**src/design/irqpe_pkg.sv**
```systemverilog
// Constants and carrier types for the interrupt priority and
// external detect block. Assumes one clock and an APB register bus.
package irqpe_pkg;
  // Register byte addresses on the APB bus
  localparam logic [7:0] TIMER_CONTROL_REG_OFS = 8'h88;
  localparam logic [7:0] IE_OFS   = 8'ha8;
  localparam logic [7:0] IP_OFS   = 8'hb8;
  // Reset values and read-as-one reserved bit
  localparam logic [7:0] TIMER_CONTROL_REG_RST = 8'h00;
  localparam logic [7:0] IE_RST   = 8'h00;
  localparam logic [7:0] IP_RST   = 8'h00;
  localparam logic [7:0] RSV_ONES = 8'h40;
  // Field positions
  localparam int GLOBAL_EN_BIT = 7;
  localparam int BYPASS_BIT    = 7;
  localparam int EXT_STRIDE    = 2;  // Per external input: select, flag
  localparam int EXT_SEL_OFS   = 0;
  localparam int EXT_FLAG_OFS  = 1;
  localparam int TIMER_CONTROL_REG_HI_LSB   = 4;
  localparam int NUM_SRC       = 6;
  localparam int NUM_EXT       = 2;
  localparam int SRC_W         = 3;
  localparam logic [5:0] SRC_ALL = 6'h3f;
  localparam logic [5:0] SRC_NONE = 6'h00;
  // Clock cycles per machine-cycle state (one cycle per oscillator period)
  localparam int PHASE_CLKS = 2;

  // Machine-cycle states one to six
  typedef enum logic [2:0] {
    PH_ONE   = 3'b000,
    PH_TWO   = 3'b001,
    PH_THREE = 3'b010,
    PH_FOUR  = 3'b011,
    PH_FIVE  = 3'b100,
    PH_SIX   = 3'b101
  } irqpe_phase_t;

  // Instruction boundary report from the sequencer
  typedef struct packed {
    logic instrDone;
    logic writesMask;
    logic isReti;
  } irqpe_seq_t;

  // Vector call request towards the sequencer
  typedef struct packed {
    logic             valid;
    logic [SRC_W-1:0] source;
    logic             high;
  } irqpe_vec_t;
endpackage

```
**src/design/irqpe_core.sv**
```systemverilog
// Interrupt arbitration and external request detection.
// Assumes the sequencer reports each instruction end in one cycle and
// that software reaches the registers over APB with 8-bit addresses.
// What this block does
// - Bypass bit seven of priority register disables priority; enables alone govern.
// - In bypass mode a nested request is taken whenever its enable is set.
// - Equal priority ties resolve ext0, timer0, ext1, timer1, serial, timer2.
// - All priority bits clear gives one level; no preemption of a routine.
// - All priority bits set behaves exactly like all clear.
// - Bits 0 and 2 of timer control select level or falling edge.
// - Level mode samples pin at phase five, copies to flag at phase three.
// - Level mode clears the request flag at phase six every machine cycle.
// - Edge mode two-stage latch differencing sets a set/reset flip-flop.
// - Edge flip-flop sets flag at second-cycle phase three, clears at phase four.
// - Edge mode ignores requests until the first stage has seen pin high.
// - After an ordinary instruction the vector call starts the next cycle.
// - After an enable or priority write, vector only after one more instruction.
// - Merely copying enable or priority registers adds no delay.
// - After return from interrupt, exactly one instruction runs before vectoring.
// - If that instruction writes enable or priority, two instructions run first.
// - With priority active, a high request suspends a low routine.
// - Global enable clear blocks every interrupt entry.
module irqpe_core #(
  parameter int PHASE_CLKS = irqpe_pkg::PHASE_CLKS
) (
  input  wire logic               clk_sys,
  input  wire logic               rst,
  input  wire logic               psel,
  input  wire logic               penable,
  input  wire logic               pwrite,
  input  wire logic [7:0]         paddr,
  input  wire logic [31:0]        pwdata,
  output logic      [31:0]        prdata,
  output logic                    pready,
  output logic                    pslverr,
  input  wire logic               ext0Pin,
  input  wire logic               ext1Pin,
  input  wire logic               timer0Req,
  input  wire logic               timer1Req,
  input  wire logic               serialReq,
  input  wire logic               timer2Req,
  input  wire irqpe_pkg::irqpe_seq_t seq,
  output irqpe_pkg::irqpe_vec_t   vec,
  output logic [1:0]              inService
);

  // Returns {found, index} of the lowest set bit: lowest index wins ties
  function automatic logic [3:0] pickFirst(input logic [5:0] v);
    logic [3:0] r;
    r = 4'h0;
    for (int k = irqpe_pkg::NUM_SRC - 1; k >= 0; k--) begin
      if (v[k]) begin
        r = {1'b1, 3'(k)};
      end
    end
    return r;
  endfunction

  // Arbitration index of external input i: each pin sits just ahead of its timer
  function automatic logic [2:0] extSrc(input int i);
    return 3'(i * irqpe_pkg::EXT_STRIDE);
  endfunction

  logic [7:0]             divCnt;
  irqpe_pkg::irqpe_phase_t phase;
  logic                   secondMachineCycle;
  logic [7:0]             ieReg;
  logic [7:0]             ipReg;
  logic [1:0]             edgeSel;
  logic [3:0]             tconHi;
  logic                   maskTouched;
  logic                   highActive;
  logic                   lowActive;
  wire  logic [1:0]       extFlag;
  wire  logic [1:0]       extPin;
  wire  logic [1:0]       vecTakeExt;

  // Bit positions inside the timer control byte
  localparam int SEL0_BIT = irqpe_pkg::EXT_SEL_OFS;
  localparam int SEL1_BIT = irqpe_pkg::EXT_STRIDE + irqpe_pkg::EXT_SEL_OFS;
  localparam int HI_LSB   = irqpe_pkg::TIMER_CONTROL_REG_HI_LSB;
  localparam int BYTE_MSB = 7;

  // State divider: one enable pulse per machine-cycle state
  wire logic phaseTick = divCnt == 8'(PHASE_CLKS - 1);
  wire logic atS3 = phaseTick && phase == irqpe_pkg::PH_THREE;
  wire logic atS4 = phaseTick && phase == irqpe_pkg::PH_FOUR;
  wire logic atS5 = phaseTick && phase == irqpe_pkg::PH_FIVE;
  wire logic atS6 = phaseTick && phase == irqpe_pkg::PH_SIX;
  irqpe_pkg::irqpe_phase_t next_phase;
  assign next_phase = (phase == irqpe_pkg::PH_SIX) ? irqpe_pkg::PH_ONE
                    : irqpe_pkg::irqpe_phase_t'(phase + 3'b001);

  // Divider, state sequence and machine-cycle parity
  // Reset restarts at state one of the first machine cycle, so edge timing repeats
  always_ff @(posedge clk_sys) begin
    if (rst) begin
      divCnt             <= 8'h00;
      phase              <= irqpe_pkg::PH_ONE;
      secondMachineCycle <= 1'b0;
    end else begin
      divCnt <= phaseTick ? 8'h00 : divCnt + 8'h01;
      if (phaseTick) begin
        phase <= next_phase;
      end
      if (atS6) begin
        secondMachineCycle <= ~secondMachineCycle;
      end
    end
  end

  // APB decode: zero wait states, error on unmapped addresses
  wire logic setupPh = psel & ~penable;
  wire logic accessPh = psel & penable;
  wire logic hitTcon = paddr == irqpe_pkg::TIMER_CONTROL_REG_OFS;
  wire logic hitIe = paddr == irqpe_pkg::IE_OFS;
  wire logic hitIp = paddr == irqpe_pkg::IP_OFS;
  wire logic mapped = hitTcon | hitIe | hitIp;
  wire logic wrEn = accessPh & pwrite & mapped;
  wire logic wrTcon = wrEn & hitTcon;
  // A read of IE or IP never counts as touching the mask
  wire logic wrMask = wrEn & (hitIe | hitIp);
  assign pready  = 1'b1;
  assign pslverr = accessPh & ~mapped;

  // Read selection; reserved bit 6 of IE and IP reads one
  wire logic [7:0] tconView = {tconHi, extFlag[1], edgeSel[1], extFlag[0], edgeSel[0]};
  wire logic [7:0] readMux = hitTcon ? tconView
                           : hitIe   ? (ieReg | irqpe_pkg::RSV_ONES)
                           : hitIp   ? (ipReg | irqpe_pkg::RSV_ONES)
                           : 8'h00;

  // Read data is captured in the setup phase so it is stable in access
  // Limitation: a read shows the register as it stood at the setup edge
  always_ff @(posedge clk_sys) begin
    if (rst) begin
      prdata <= 32'h0000_0000;
    end else if (setupPh & ~pwrite) begin
      prdata <= 32'(readMux);
    end
  end

  // Software-owned register bits
  always_ff @(posedge clk_sys) begin
    if (rst) begin
      ieReg   <= irqpe_pkg::IE_RST;
      ipReg   <= irqpe_pkg::IP_RST;
      edgeSel <= {irqpe_pkg::TIMER_CONTROL_REG_RST[SEL1_BIT], irqpe_pkg::TIMER_CONTROL_REG_RST[SEL0_BIT]};
      tconHi  <= irqpe_pkg::TIMER_CONTROL_REG_RST[BYTE_MSB:HI_LSB];
    end else begin
      if (wrEn & hitIe) begin
        ieReg <= pwdata[7:0];
      end
      if (wrEn & hitIp) begin
        ipReg <= pwdata[7:0];
      end
      if (wrTcon) begin
        edgeSel <= {pwdata[SEL1_BIT], pwdata[SEL0_BIT]};
        tconHi  <= pwdata[BYTE_MSB:HI_LSB];
      end
    end
  end

  assign extPin = {ext1Pin, ext0Pin};

  // One detector per external pin; the S5 latch serves both modes
  // Limitation: a pin pulse shorter than one machine cycle may be missed
  for (genvar i = 0; i < irqpe_pkg::NUM_EXT; i++) begin : g_ext
    localparam int FLAG_BIT = i * irqpe_pkg::EXT_STRIDE + irqpe_pkg::EXT_FLAG_OFS;
    logic stage1;
    logic stage2;
    logic edgeHold;
    logic flag;
    // Falling edge seen by the S5 latch since the previous S3; it needs
    // the latch to read high first, so a held low pin fires only once
    wire logic edgePulse = atS3 & stage1 & ~stage2;
    wire logic m2S3 = atS3 & secondMachineCycle;
    wire logic setEv = edgeSel[i] ? (m2S3 & (edgeHold | edgePulse))
                                  : (atS3 & stage1);
    wire logic swSet = wrTcon & pwdata[FLAG_BIT];
    wire logic swClr = wrTcon & ~pwdata[FLAG_BIT];
    // Level flag only lives from S3 to S6, so it mirrors the pin
    wire logic clrEv = (~edgeSel[i] & atS6)
                     | (edgeSel[i] & vecTakeExt[i])
                     | swClr;

    // Pin latch, second stage and set/reset edge store
    always_ff @(posedge clk_sys) begin
      if (rst) begin
        stage1   <= 1'b0;
        stage2   <= 1'b0;
        edgeHold <= 1'b0;
      end else begin
        if (atS5) begin
          stage1 <= ~extPin[i];
        end
        if (atS3) begin
          stage2 <= stage1;
        end
        if (edgePulse) begin
          edgeHold <= 1'b1;
        end else if (atS4 & secondMachineCycle) begin
          edgeHold <= 1'b0;
        end
      end
    end

    // Request flag: a hardware set wins over any clear in the same cycle
    always_ff @(posedge clk_sys) begin
      if (rst) begin
        flag <= irqpe_pkg::TIMER_CONTROL_REG_RST[FLAG_BIT];
      end else if (setEv | swSet) begin
        flag <= 1'b1;
      end else if (clrEv) begin
        flag <= 1'b0;
      end
    end
    assign extFlag[i] = flag;
  end

  // Source vector in fixed preference order, index 0 first
  wire logic [5:0] reqVec = {timer2Req, serialReq, timer1Req,
                             extFlag[1], timer0Req, extFlag[0]};
  wire logic globalEn = ieReg[irqpe_pkg::GLOBAL_EN_BIT];
  wire logic [5:0] enabled = reqVec & ieReg[5:0] & {6{globalEn}};
  wire logic bypass = ipReg[irqpe_pkg::BYPASS_BIT];
  wire logic [5:0] prioBits = ipReg[5:0];
  // Uniform priority bits give one level, same as bypass ordering
  wire logic singleLevel = bypass | prioBits == irqpe_pkg::SRC_NONE
                         | prioBits == irqpe_pkg::SRC_ALL;
  wire logic [5:0] effHigh = singleLevel ? irqpe_pkg::SRC_NONE : prioBits;
  wire logic [3:0] hiPick = pickFirst(enabled & effHigh);
  wire logic [3:0] loPick = pickFirst(enabled & ~effHigh);

  // A high request may suspend a low routine, nothing preempts a high one
  wire logic canHigh = hiPick[3] & ~highActive;
  // A low routine in service blocks every other request at one level
  wire logic canLow = loPick[3] & ~highActive & ~lowActive;
  // Bypass: software alone decides nesting through the enables
  wire logic reqOk = bypass ? loPick[3] : (canHigh | canLow);
  wire logic [2:0] pickSrc = (~bypass & canHigh) ? hiPick[2:0] : loPick[2:0];

  // Mask write by the instruction itself or over APB during it
  wire logic touchedNow = seq.writesMask | wrMask | maskTouched;
  // Blocking only the boundary of a touching or return instruction
  // lets exactly one more instruction run before the call
  wire logic blockNow = touchedNow | seq.isReti;
  wire logic take = seq.instrDone & reqOk & ~blockNow;
  // Edge flags clear only for the source actually called
  assign vecTakeExt = {take & (pickSrc == extSrc(1)),
                       take & (pickSrc == extSrc(0))};

  // Remember APB mask writes until the current instruction ends
  // Hazard: a write landing with the boundary itself blocks only that
  // boundary; the held flag is cleared there, so the next one is free
  always_ff @(posedge clk_sys) begin
    if (rst) begin
      maskTouched <= 1'b0;
    end else if (seq.instrDone) begin
      maskTouched <= 1'b0;
    end else if (wrMask) begin
      maskTouched <= 1'b1;
    end
  end

  // In-service levels; a return closes the higher level first
  // In bypass the levels are still tracked but never block; software nests
  always_ff @(posedge clk_sys) begin
    if (rst) begin
      highActive <= 1'b0;
      lowActive  <= 1'b0;
    end else if (take) begin
      if (effHigh[pickSrc]) begin
        highActive <= 1'b1;
      end else begin
        lowActive <= 1'b1;
      end
    end else if (seq.instrDone & seq.isReti) begin
      if (highActive) begin
        highActive <= 1'b0;
      end else begin
        lowActive <= 1'b0;
      end
    end
  end

  // Vector call pulse in the cycle after the instruction end
  // Source and level register beside valid so the word is coherent
  always_ff @(posedge clk_sys) begin
    if (rst) begin
      vec <= '0;
    end else begin
      vec.valid  <= take;
      vec.source <= pickSrc;
      vec.high   <= effHigh[pickSrc];
    end
  end

  assign inService = {highActive, lowActive};

endmodule // irqpe_core

```
**config.mk**
```make
export PLATFORM = sky130hd
export DESIGN_NAME = irqpe_core
export DESIGN_NICKNAME = d
export VERILOG_FILES = /design/src/design/irqpe_pkg.sv /design/src/design/irqpe_core.sv
export SDC_FILE = /design/constraint.sdc
export NUM_CORES = 1
export LEC_CHECK = 0
export CAP_MARGIN = 25
export CORE_ASPECT_RATIO = 1.25
export CORE_MARGIN = 3
export CORE_UTILIZATION = 55
export CTS_BUF_LIST = sky130_fd_sc_hd__clkbuf_8
export DETAILED_ROUTE_END_ITERATION = 6
export DONT_BUFFER_PORTS = 1
export GPL_TIMING_DRIVEN = 0
export PLACE_DENSITY = 0.7
export SKIP_LAST_GASP = 1
export SLEW_MARGIN = 20
export SYNTH_ARGS = -nofsm -noshare
export SYNTH_HDL_FRONTEND = slang
export SYNTH_SLANG_ARGS = --single-unit
```
**constraint.sdc**
```tcl
create_clock -name clk_sys -period 4.2 [get_ports clk_sys]
set_input_delay 0.84 -clock clk_sys [delete_from_list [all_inputs] [get_ports clk_sys]]
set_output_delay 0.84 -clock clk_sys [all_outputs]
set_load 0.01 [all_outputs]
```
# Yosys cells after proc, flatten, opt, wreduce, memory -nomap -nowiden
# Index checks and enable logic that the tools add are counted.
[classes] muxes=37 eq_ne=13 n_lt_le_gt_ge=1 addsub=2 reduce_logical=15 n_bitwise=73
[ops] op="$mux 4" n=12
[ops] op="$and 1x1->1" n=35
[ops] op="$and 6x6->6" n=4
[ops] op="$eq 8x8->1 const B" n=3
[ops] op="$mux 8" n=3
[ops] op="$mux 1" n=18
[ops] op="$or 1x1->1" n=17
[ops] op="$not 1->1" n=16
[ops] op="$reduce_bool 2->1" n=5
[ops] op="$eq 3x2->1 const B" n=3
[ops] op="$add 8x1->8 const B" n=1
[ops] op="$eq 8x1->1 const B" n=1
[ops] op="$eq 3x3->1 const B" n=2
[ops] op="$eq 6x6->1 const B" n=1
[ops] op="$logic_not 6->1" n=1
[ops] op="$mux 3" n=2
[ops] op="$mux 6" n=1
[ops] op="$not 6->6" n=1
[ops] op="$logic_and 1x1->1" n=4
[ops] op="$lt 3x4->1 const B" n=1
[ops] op="$ne 2x1->1 const B" n=2
[ops] op="$reduce_or 2->1" n=2
[ops] op="$add 3x1->3 const B" n=1
[ops] op="$bmux 1 s3" n=1
[ops] op="4 further kinds" n=4
[word_totals] register_bits=58 output_inout_bits=41

# Depth between registers and ports, before layout
# Gate-level depths: netlist of run 1.
[logic_depth] ltp_word=24 mapped_depth=9

# Least setup slack after synthesis of run 1
# Ideal clock, no wire load.
[synth_timing] path_type="input to register" start="input paddr[1]" end="register g_ext[0].flag" path_buffers=2 arrival_time_ps=2268 setup_slack_ps=1802 t_required_ps=4070 stages=8 cell_sequence="nor4b_1 > and3_1 > clkbuf_1 > and3_1 > buf_2 > nor2_1 > o211ai_1 > o22ai_1"
[synth_via] elab_chain_len=15
[synth_lines] element="from (decl)" line="irqpe_core.sv:31" rtl="input wire logic [7:0] paddr,"
[synth_lines] element="$eq 8x8->1, on equally long branches" line="irqpe_core.sv:115, irqpe_core.sv:116"
[synth_lines] element="$or 1x1->1 (2 in series)" line="irqpe_core.sv:118" rtl="wire logic mapped = hitTcon | hitIe | hitIp;"
[synth_lines] element="$and 1x1->1" line="irqpe_core.sv:119" rtl="wire logic wrEn = accessPh & pwrite & mapped;"
[synth_lines] element="$and 1x1->1" line="irqpe_core.sv:122" rtl="wire logic wrMask = wrEn & (hitIe | hitIp);"
[synth_lines] element="$or 1x1->1 (2 in series)" line="irqpe_core.sv:244" rtl="wire logic touchedNow = seq.writesMask | wrMask | maskTouched;"
[synth_lines] element="$or 1x1->1" line="irqpe_core.sv:247" rtl="wire logic blockNow = touchedNow | seq.isReti;"
[synth_lines] element="$not 1->1" line="irqpe_core.sv:248" rtl="wire logic take = seq.instrDone & reqOk & ~blockNow;"
[synth_lines] element="$and 1x1->1" line="irqpe_core.sv:248"
[synth_lines] element="$and 1x1->1" line="irqpe_core.sv:251" rtl="take & (pickSrc == extSrc(0))};"
[synth_lines] element="$and 1x1->1" line="irqpe_core.sv:184" rtl="| (edgeSel[i] & vecTakeExt[i])"
[synth_lines] element="$or 1x1->1" line="irqpe_core.sv:184"
[synth_lines] element="$or 1x1->1" line="irqpe_core.sv:185" rtl="| swClr;"
[synth_lines] element="$reduce_bool 2->1 (no line)"
[synth_lines] element="to (signal assigned)" line="irqpe_core.sv:211" rtl="flag <= irqpe_pkg::TIMER_CONTROL_REG_RST[FLAG_BIT];"
[synth_lines] element="to (decl)" line="irqpe_core.sv:173" rtl="logic flag;"
# Parallel ways exist; a longest one is shown, timed or not.
# A chain may end at the register's enable or synchronous reset.

# Final worst setup path of run 1
[layout_timing] start="input paddr[5]" end="output pslverr"
[layout_via] elab_chain_len=5
[layout_lines] element="$eq 8x8->1, on equally long branches" line="irqpe_core.sv:115, irqpe_core.sv:116"
[layout_lines] element="$or 1x1->1" line="irqpe_core.sv:118"
[layout_lines] element="$or 1x1->1 (*)" line="irqpe_core.sv:118"
[layout_lines] element="$not 1->1 (*)" line="irqpe_core.sv:124" rtl="assign pslverr = accessPh & ~mapped;"
[layout_lines] element="$and 1x1->1 (*)" line="irqpe_core.sv:124"
[layout_lines] element="to (decl)" line="irqpe_core.sv:35" rtl="output logic pslverr,"
# Mark *: on every way between the ends. The rest lies on a longest branch, timed or not.

==> metrics, run 1 <==
outcome finished, final reports clean; remaining antenna violation count 0; Int Pwr 748 uW; number of hold buffers added after cts 0; DR pass1 iterations 4; final setup vio count 0; Crit Path Max Fanout 10; port bufs 0; Hold Path Origin tconHi[2]; Final Routed Wirelength 7.10 mm; Synth Area in Adders 0.0120; critical path required time between 3 and 4 ns; sequential-to-total area share from yosys stat 0.360; worst skew pair latency 0.31 ns; Worst slew margin 0.526; Hold/Removal Path Class register to register; Place WS 1.40 ns; number of diodes 0; worst r2r path cells 7; asr flop ratio synth 0; GR Util met1 0.288; CP Launch Type primary input; layout cells sized above 1 0.119; overall power 976 uW; Synth Cell Area around 3100 um^2; WS Path Type primary input to output pin; Synth Area in Compound Gates 0.181; Syn Inst Count 380; Hold Path Sink tconHi[2]; CP endpoint kind output pin; clock sink count between 50 and 60; switching share of power 0.234; core area 5440 um^2; register bit total from synthesis 56; worst-margin pin slew just over 0.7 ns; CP max stage cell clkbuf_1; GR Util met2 0.354; unrepaired setup endpoints after global routing no; EDFF count, synth 0; CTS tree done; commonest non-fill, non-tap cell in the layout dfxtp_1; Synth Area in XOR/XNOR 0.0225; DR DRC count 0; most frequent cells in the layout 56 x dfxtp_1, 53 x nor2_1, 29 x nand2_1; Post-synth top flop dfxtp_1; reg2reg start ipReg[1]; post-CTS setup buffers 0; Max clock buf depth 2; fin crit share 0.620; initial antenna violation count 0; layer with the highest usage met2; R2R setup slack roughly 1.9 ns; pin count of the biggest net entering global routing 18; Die Y between 90 and 100 um; row cnt 30; Max Freq about 380 MHz; Initial Util 0.573; Die Wd about 73 um; main combinational cell family by area after synthesis simple AND/OR/NAND/NOR gates; PostCTS Resize Cnt 0; CTS Root Cell clkbuf_8; Die ar. 6610 um^2; leakage power 1.40 nW; post-synthesis mux area share 0.0770; Congestion Overflow GR 0; IO Pins between 90 and 100; met3 usage 0.0459; Worst Clk Skew around 0.0066 ns; TNS Setup 0 ns; Synth Warn # 0; crit-path cells clkbuf_1, inv_1, a21oi_1, nor2_1; CTS clock-pin slew for the worst setup and hold paths 0.09 ns; fin nets between 400 and 500; critical path arrival roughly 1.8 ns; initial DRC count 110; combinational power share 0.086; crit-path max cell delay a little under 0.5 ns; Worst Path Buf+Inv 2; vias per cell between 5 and 6; gpl congestion approximately 0.83; Cell variety after synth 60; Peak supply drop 0.188 mV; Final HPWL DP about 5.5 mm; final hold viol count 0; hold path cells 2; crit-path leading delay family buffers and inverters; simple-gate share of the synthesized area 0.238; crit path time final 2.60 ns; Tot GR Track Use 0.222; PnR worst setup slack roughly 1.6 ns; sequential share of power 0.557; DR WL/cell around 15 um; Clock power frac 0.357; vias in the first global route roughly 2500; Slew Limit Fails 0; number of buffers created by CTS 5; via count around 2600; Psw roughly 230 uW; synthesis-to-finish area growth 8.91%; mean post-synth cell area 8.21 um^2; Reg-to-Reg End lowActive; H-tree lvl count 2; global-route wire length before repair approximately 12 mm; P per Cell Area approximately 290 nW/um^2; MaxCap Viol Count 0
[worst register-to-register path: stages (launching register included)]
cell and delay [ns]:
dfxtp_1 0.46, and2_4 0.23, nand4_1 0.10, a311o_1 0.37, a2111o_1 0.43, and3_4 0.20, o211a_1 0.23, o31ai_2 0.17
[state kept, by name (all words and copies together) (netlist names), 2 cells and up]
signal / count
divCnt: 8
edgeSel: 2
g_ext.edgeHold: 2
g_ext.flag: 2
g_ext.stage1: 2
g_ext.stage2: 2
ieReg: 7
ipReg: 7
phase: 3
prdata: 8
tconHi: 4
vec: 5
[cells in the mapped netlist, types with 4 or more instances]
library cell	count	area, um^2
buf_4	27	203
a22oi_1	12	90.1
a21oi_1	21	105
mux2i_1	24	240
clkbuf_1	10	37.5
nor2_1	53	199
xor2_1	5	43.8
a211oi_1	4	30.0
nor2b_1	4	25.0
nand2_1	29	109
nand4_1	8	50.1
o22ai_1	5	31.3
and3_1	7	43.8
nand3_1	22	110
o21ai_0	12	60.1
dfxtp_1	56	1120
inv_1	13	48.8
[worst max-delay path by stage]
stage,to,depth (start not counted),slack (ns),startpoint
after detailed placement,ieReg[7],6,1.40,paddr[1]
after floorplan,pslverr,4,1.80,paddr[5]
after global placement,ieReg[7],6,1.39,paddr[1]
final,pslverr,4,1.60,paddr[5]
after CTS,pslverr,4,1.62,paddr[5]
after global routing,pslverr,4,1.55,paddr[5]
[cell type report]
type / instances / area (um^2)
clock buffers: 5 / 68.8
clock inverters: 3 / 42.5
well taps: 64 / 80.1
plain buffers: 43 / 288
multi-input cells: 291 / 1750
fillers: 514 / 2050
inverters: 13 / 48.8
flip-flops and latches: 56 / 1120
[stage by stage]
step           hold slack [ns]  cell area (um^2)  instances  utilization
2_1_floorplan            0.453              3200        403            -
3_3_place_gp             0.472              3280        467        0.603
3_5_place_dp             0.488              3280        467        0.603
4_1_cts                  0.511              3400        475        0.624
5_1_grt                  0.538              3400        475        0.624
6_report                 0.505              3400        475        0.624
[kinds of logic (layout without fill, tap and decap cells)]
| logic type | count (synthesis) | after routing |
|---|---|---|
| other cells | 2 | 25 |
| flops | 56 | 56 |
| simple gates | 149 | 149 |
| compound gates | 82 | 82 |
| mux | 24 | 24 |
| buf+inv | 56 | 64 |
| fa+ha+maj | 3 | 3 |
| xor+xnor | 8 | 8 |
[routing by layer]
metal | vias to the layer above | wire length [um]
met5 | - | 0
met4 | 0 | 189
met3 | 13 | 380
met2 | 70 | 3400
met1 | 1190 | 3130
li1 | 1351 | -
[power by group through the flow]
stage                     Sequential [mW]  Combinational, mW  Clock, mW
after detailed placement            0.556             0.0826          0
after global placement              0.556             0.0810          0
after global routing                0.545             0.0929      0.380
final                               0.544             0.0838      0.348
after CTS                           0.544             0.0829      0.360
after floorplan                     0.555             0.0710          0
No activity file was read; power rests on OpenSTA's default activity.
==> run 2: changes to the inputs <==
PLACE_DENSITY = 0.73   (was 0.7)
clock period = 2.2 ns   (was 4.2 ns; I/O delays follow)
==> metrics, run 2 (synthesized netlist as in run 1, its figures left out) <==
outcome finished, final reports clean; crit-path max cell delay 0.38 ns; global-route wire length before repair roughly 11 mm; CP max stage cell dfxtp_4; CTS Root Cell clkbuf_8; Die Wd roughly 73 um; CP endpoint kind register; R2R setup slack 0.02 ns; PnR worst setup slack between 0.015 and 0.02 ns; CTS clock-pin slew for the worst setup and hold paths 0.10 ns; unrepaired setup endpoints after global routing yes; remaining antenna violation count 0; MaxCap Viol Count 0; Worst slew margin 0.571; Max Freq approximately 460 MHz; fin crit share 0.992; P per Cell Area approximately 540 nW/um^2; Die Y roughly 90 um; Worst Clk Skew roughly 0.0052 ns; Final Routed Wirelength 7.08 mm; port bufs 0; crit-path cells and4_4, a211oi_4, o21a_2, mux2i_2, nand2_1, nor4b_2, o22ai_1; H-tree lvl count 2; layout cells sized above 1 0.164; pin count of the biggest net entering global routing 18; critical path arrival roughly 2.4 ns; gpl congestion 0.887; critical path required time 2.38 ns; initial antenna violation count 0; final setup vio count 0; fin area 3500 um^2; core area between 5000 and 6000 um^2; commonest non-fill, non-tap cell in the layout nor2_1; Place WS -0.218 ns; Peak supply drop between 0.4 and 0.5 mV; Initial Util 0.573; Slew Limit Fails 0; Hold Path Origin seq[2]; Congestion Overflow GR 0; CP Launch Type register; DR DRC count 0; Die ar. approximately 6600 um^2; Crit Path Max Fanout 7; vias in the first global route 2404; IO Pins between 90 and 100; row cnt 30; worst r2r path cells 7; worst skew pair latency about 0.31 ns; fin nets 470; number of diodes 0; WHS slightly below 0.2 ns; reg2reg start ipReg[5]; worst-margin pin slew between 0.6 and 0.7 ns; Reg-to-Reg End g_ext[1].flag; WS Path Type register to register; Hold Path Sink maskTouched; CTS tree done; Top Registers divCnt: 8 flops, prdata: 8 flops; DR pass1 iterations 6; crit path time final 2.18 ns; most frequent cells in the layout 53 x nor2_1, 49 x dfxtp_1, 32 x buf_4; synthesis-to-finish area growth 12.1%; DR WL/cell ~15 um; final hold viol count 0; Hold/Removal Path Class primary input to register; number of buffers created by CTS 5; hold path cells 1; Tot GR Track Use 0.212; Final HPWL DP around 5.3 mm; overall power between 1.5 and 2 mW; clock sink count between 50 and 60; initial DRC count 243; Max clock buf depth 2; Placement Cell Area 3280 um^2; vias per cell between 5 and 6; via count about 2700; leakage power roughly 1.4 nW
[run 2: cell types whose count changed in the layout (fill, tap and decap cells not counted), moves of 2 or more]
cell     delta
dfxtp_4     +2
a21oi_2     +2
dfxtp_1     -7
dfxtp_2     +5
buf_4       +5
nor4_1      -2
a21oi_1     -2
[run 2: how the worst max path moves through the flow]
stage          cells past startpoint       endpoint  slack, ns      from
2_1_floorplan                      8      lowActive       0.17  ipReg[0]
3_3_place_gp                       6       ieReg[7]      -0.19  paddr[1]
3_5_place_dp                       6       ieReg[4]      -0.22  paddr[1]
4_1_cts                            7      lowActive     0.0009  ipReg[1]
5_1_grt                            7  g_ext[1].flag      -0.05  ipReg[5]
6_report                           7  g_ext[1].flag       0.02  ipReg[5]
[run 2: layout make-up]
class	instances	area, um^2
well taps	64	80.1
repair buffers	5	37.5
clock inverters	3	42.5
fillers	481	1950
clock buffers	5	68.8
plain buffers	41	283
inverters	13	48.8
multi-input cells	291	1800
flip-flops and latches	56	1130
[run 2: critical path, delay by kind of cell, from the launching register on]
kind | cells | cell delay [ns]
muxes | 1 | 0.32
AOI/OAI and AO/OA | 3 | 0.70
and+or+nand+nor | 3 | 0.67
DFF | 1 | 0.38
[run 2: per-layer routing]
metal,track usage,up-vias,share of wire
li1,-,1366,-
met1,0.280,1233,0.44
met2,0.341,108,0.47
met3,0.0492,14,0.077
met4,0.0604,0,0.012
met5,0,-,0
[run 2: timing repair]
item                                    CTS  global route
hold buffers                              0             0
endpoints found under the setup margin    3            19
buffers inserted                          0             5
resized for setup                         5            16
pin swaps                                 0             6
endpoints found under the hold margin     0             0
[run 2: where the power goes]
group	switching [mW]	internal, mW	total, mW
Clock	0.332	0.340	0.672
Sequential	0.0127	1.02	1.04
Combinational	0.0980	0.0657	0.164
Total	0.443	1.43	1.87
[run 2: per-stage QoR]
| step | setup TNS (ns) | cells | utilization |
|---|---|---|---|
| floorplan | 0 | 403 | - |
| global placement | -2.35 | 467 | 0.603 |
| detailed placement | -2.67 | 467 | 0.603 |
| CTS | 0 | 475 | 0.626 |
| global route | -0.147 | 478 | 0.642 |
| finish | 0 | 478 | 0.642 |
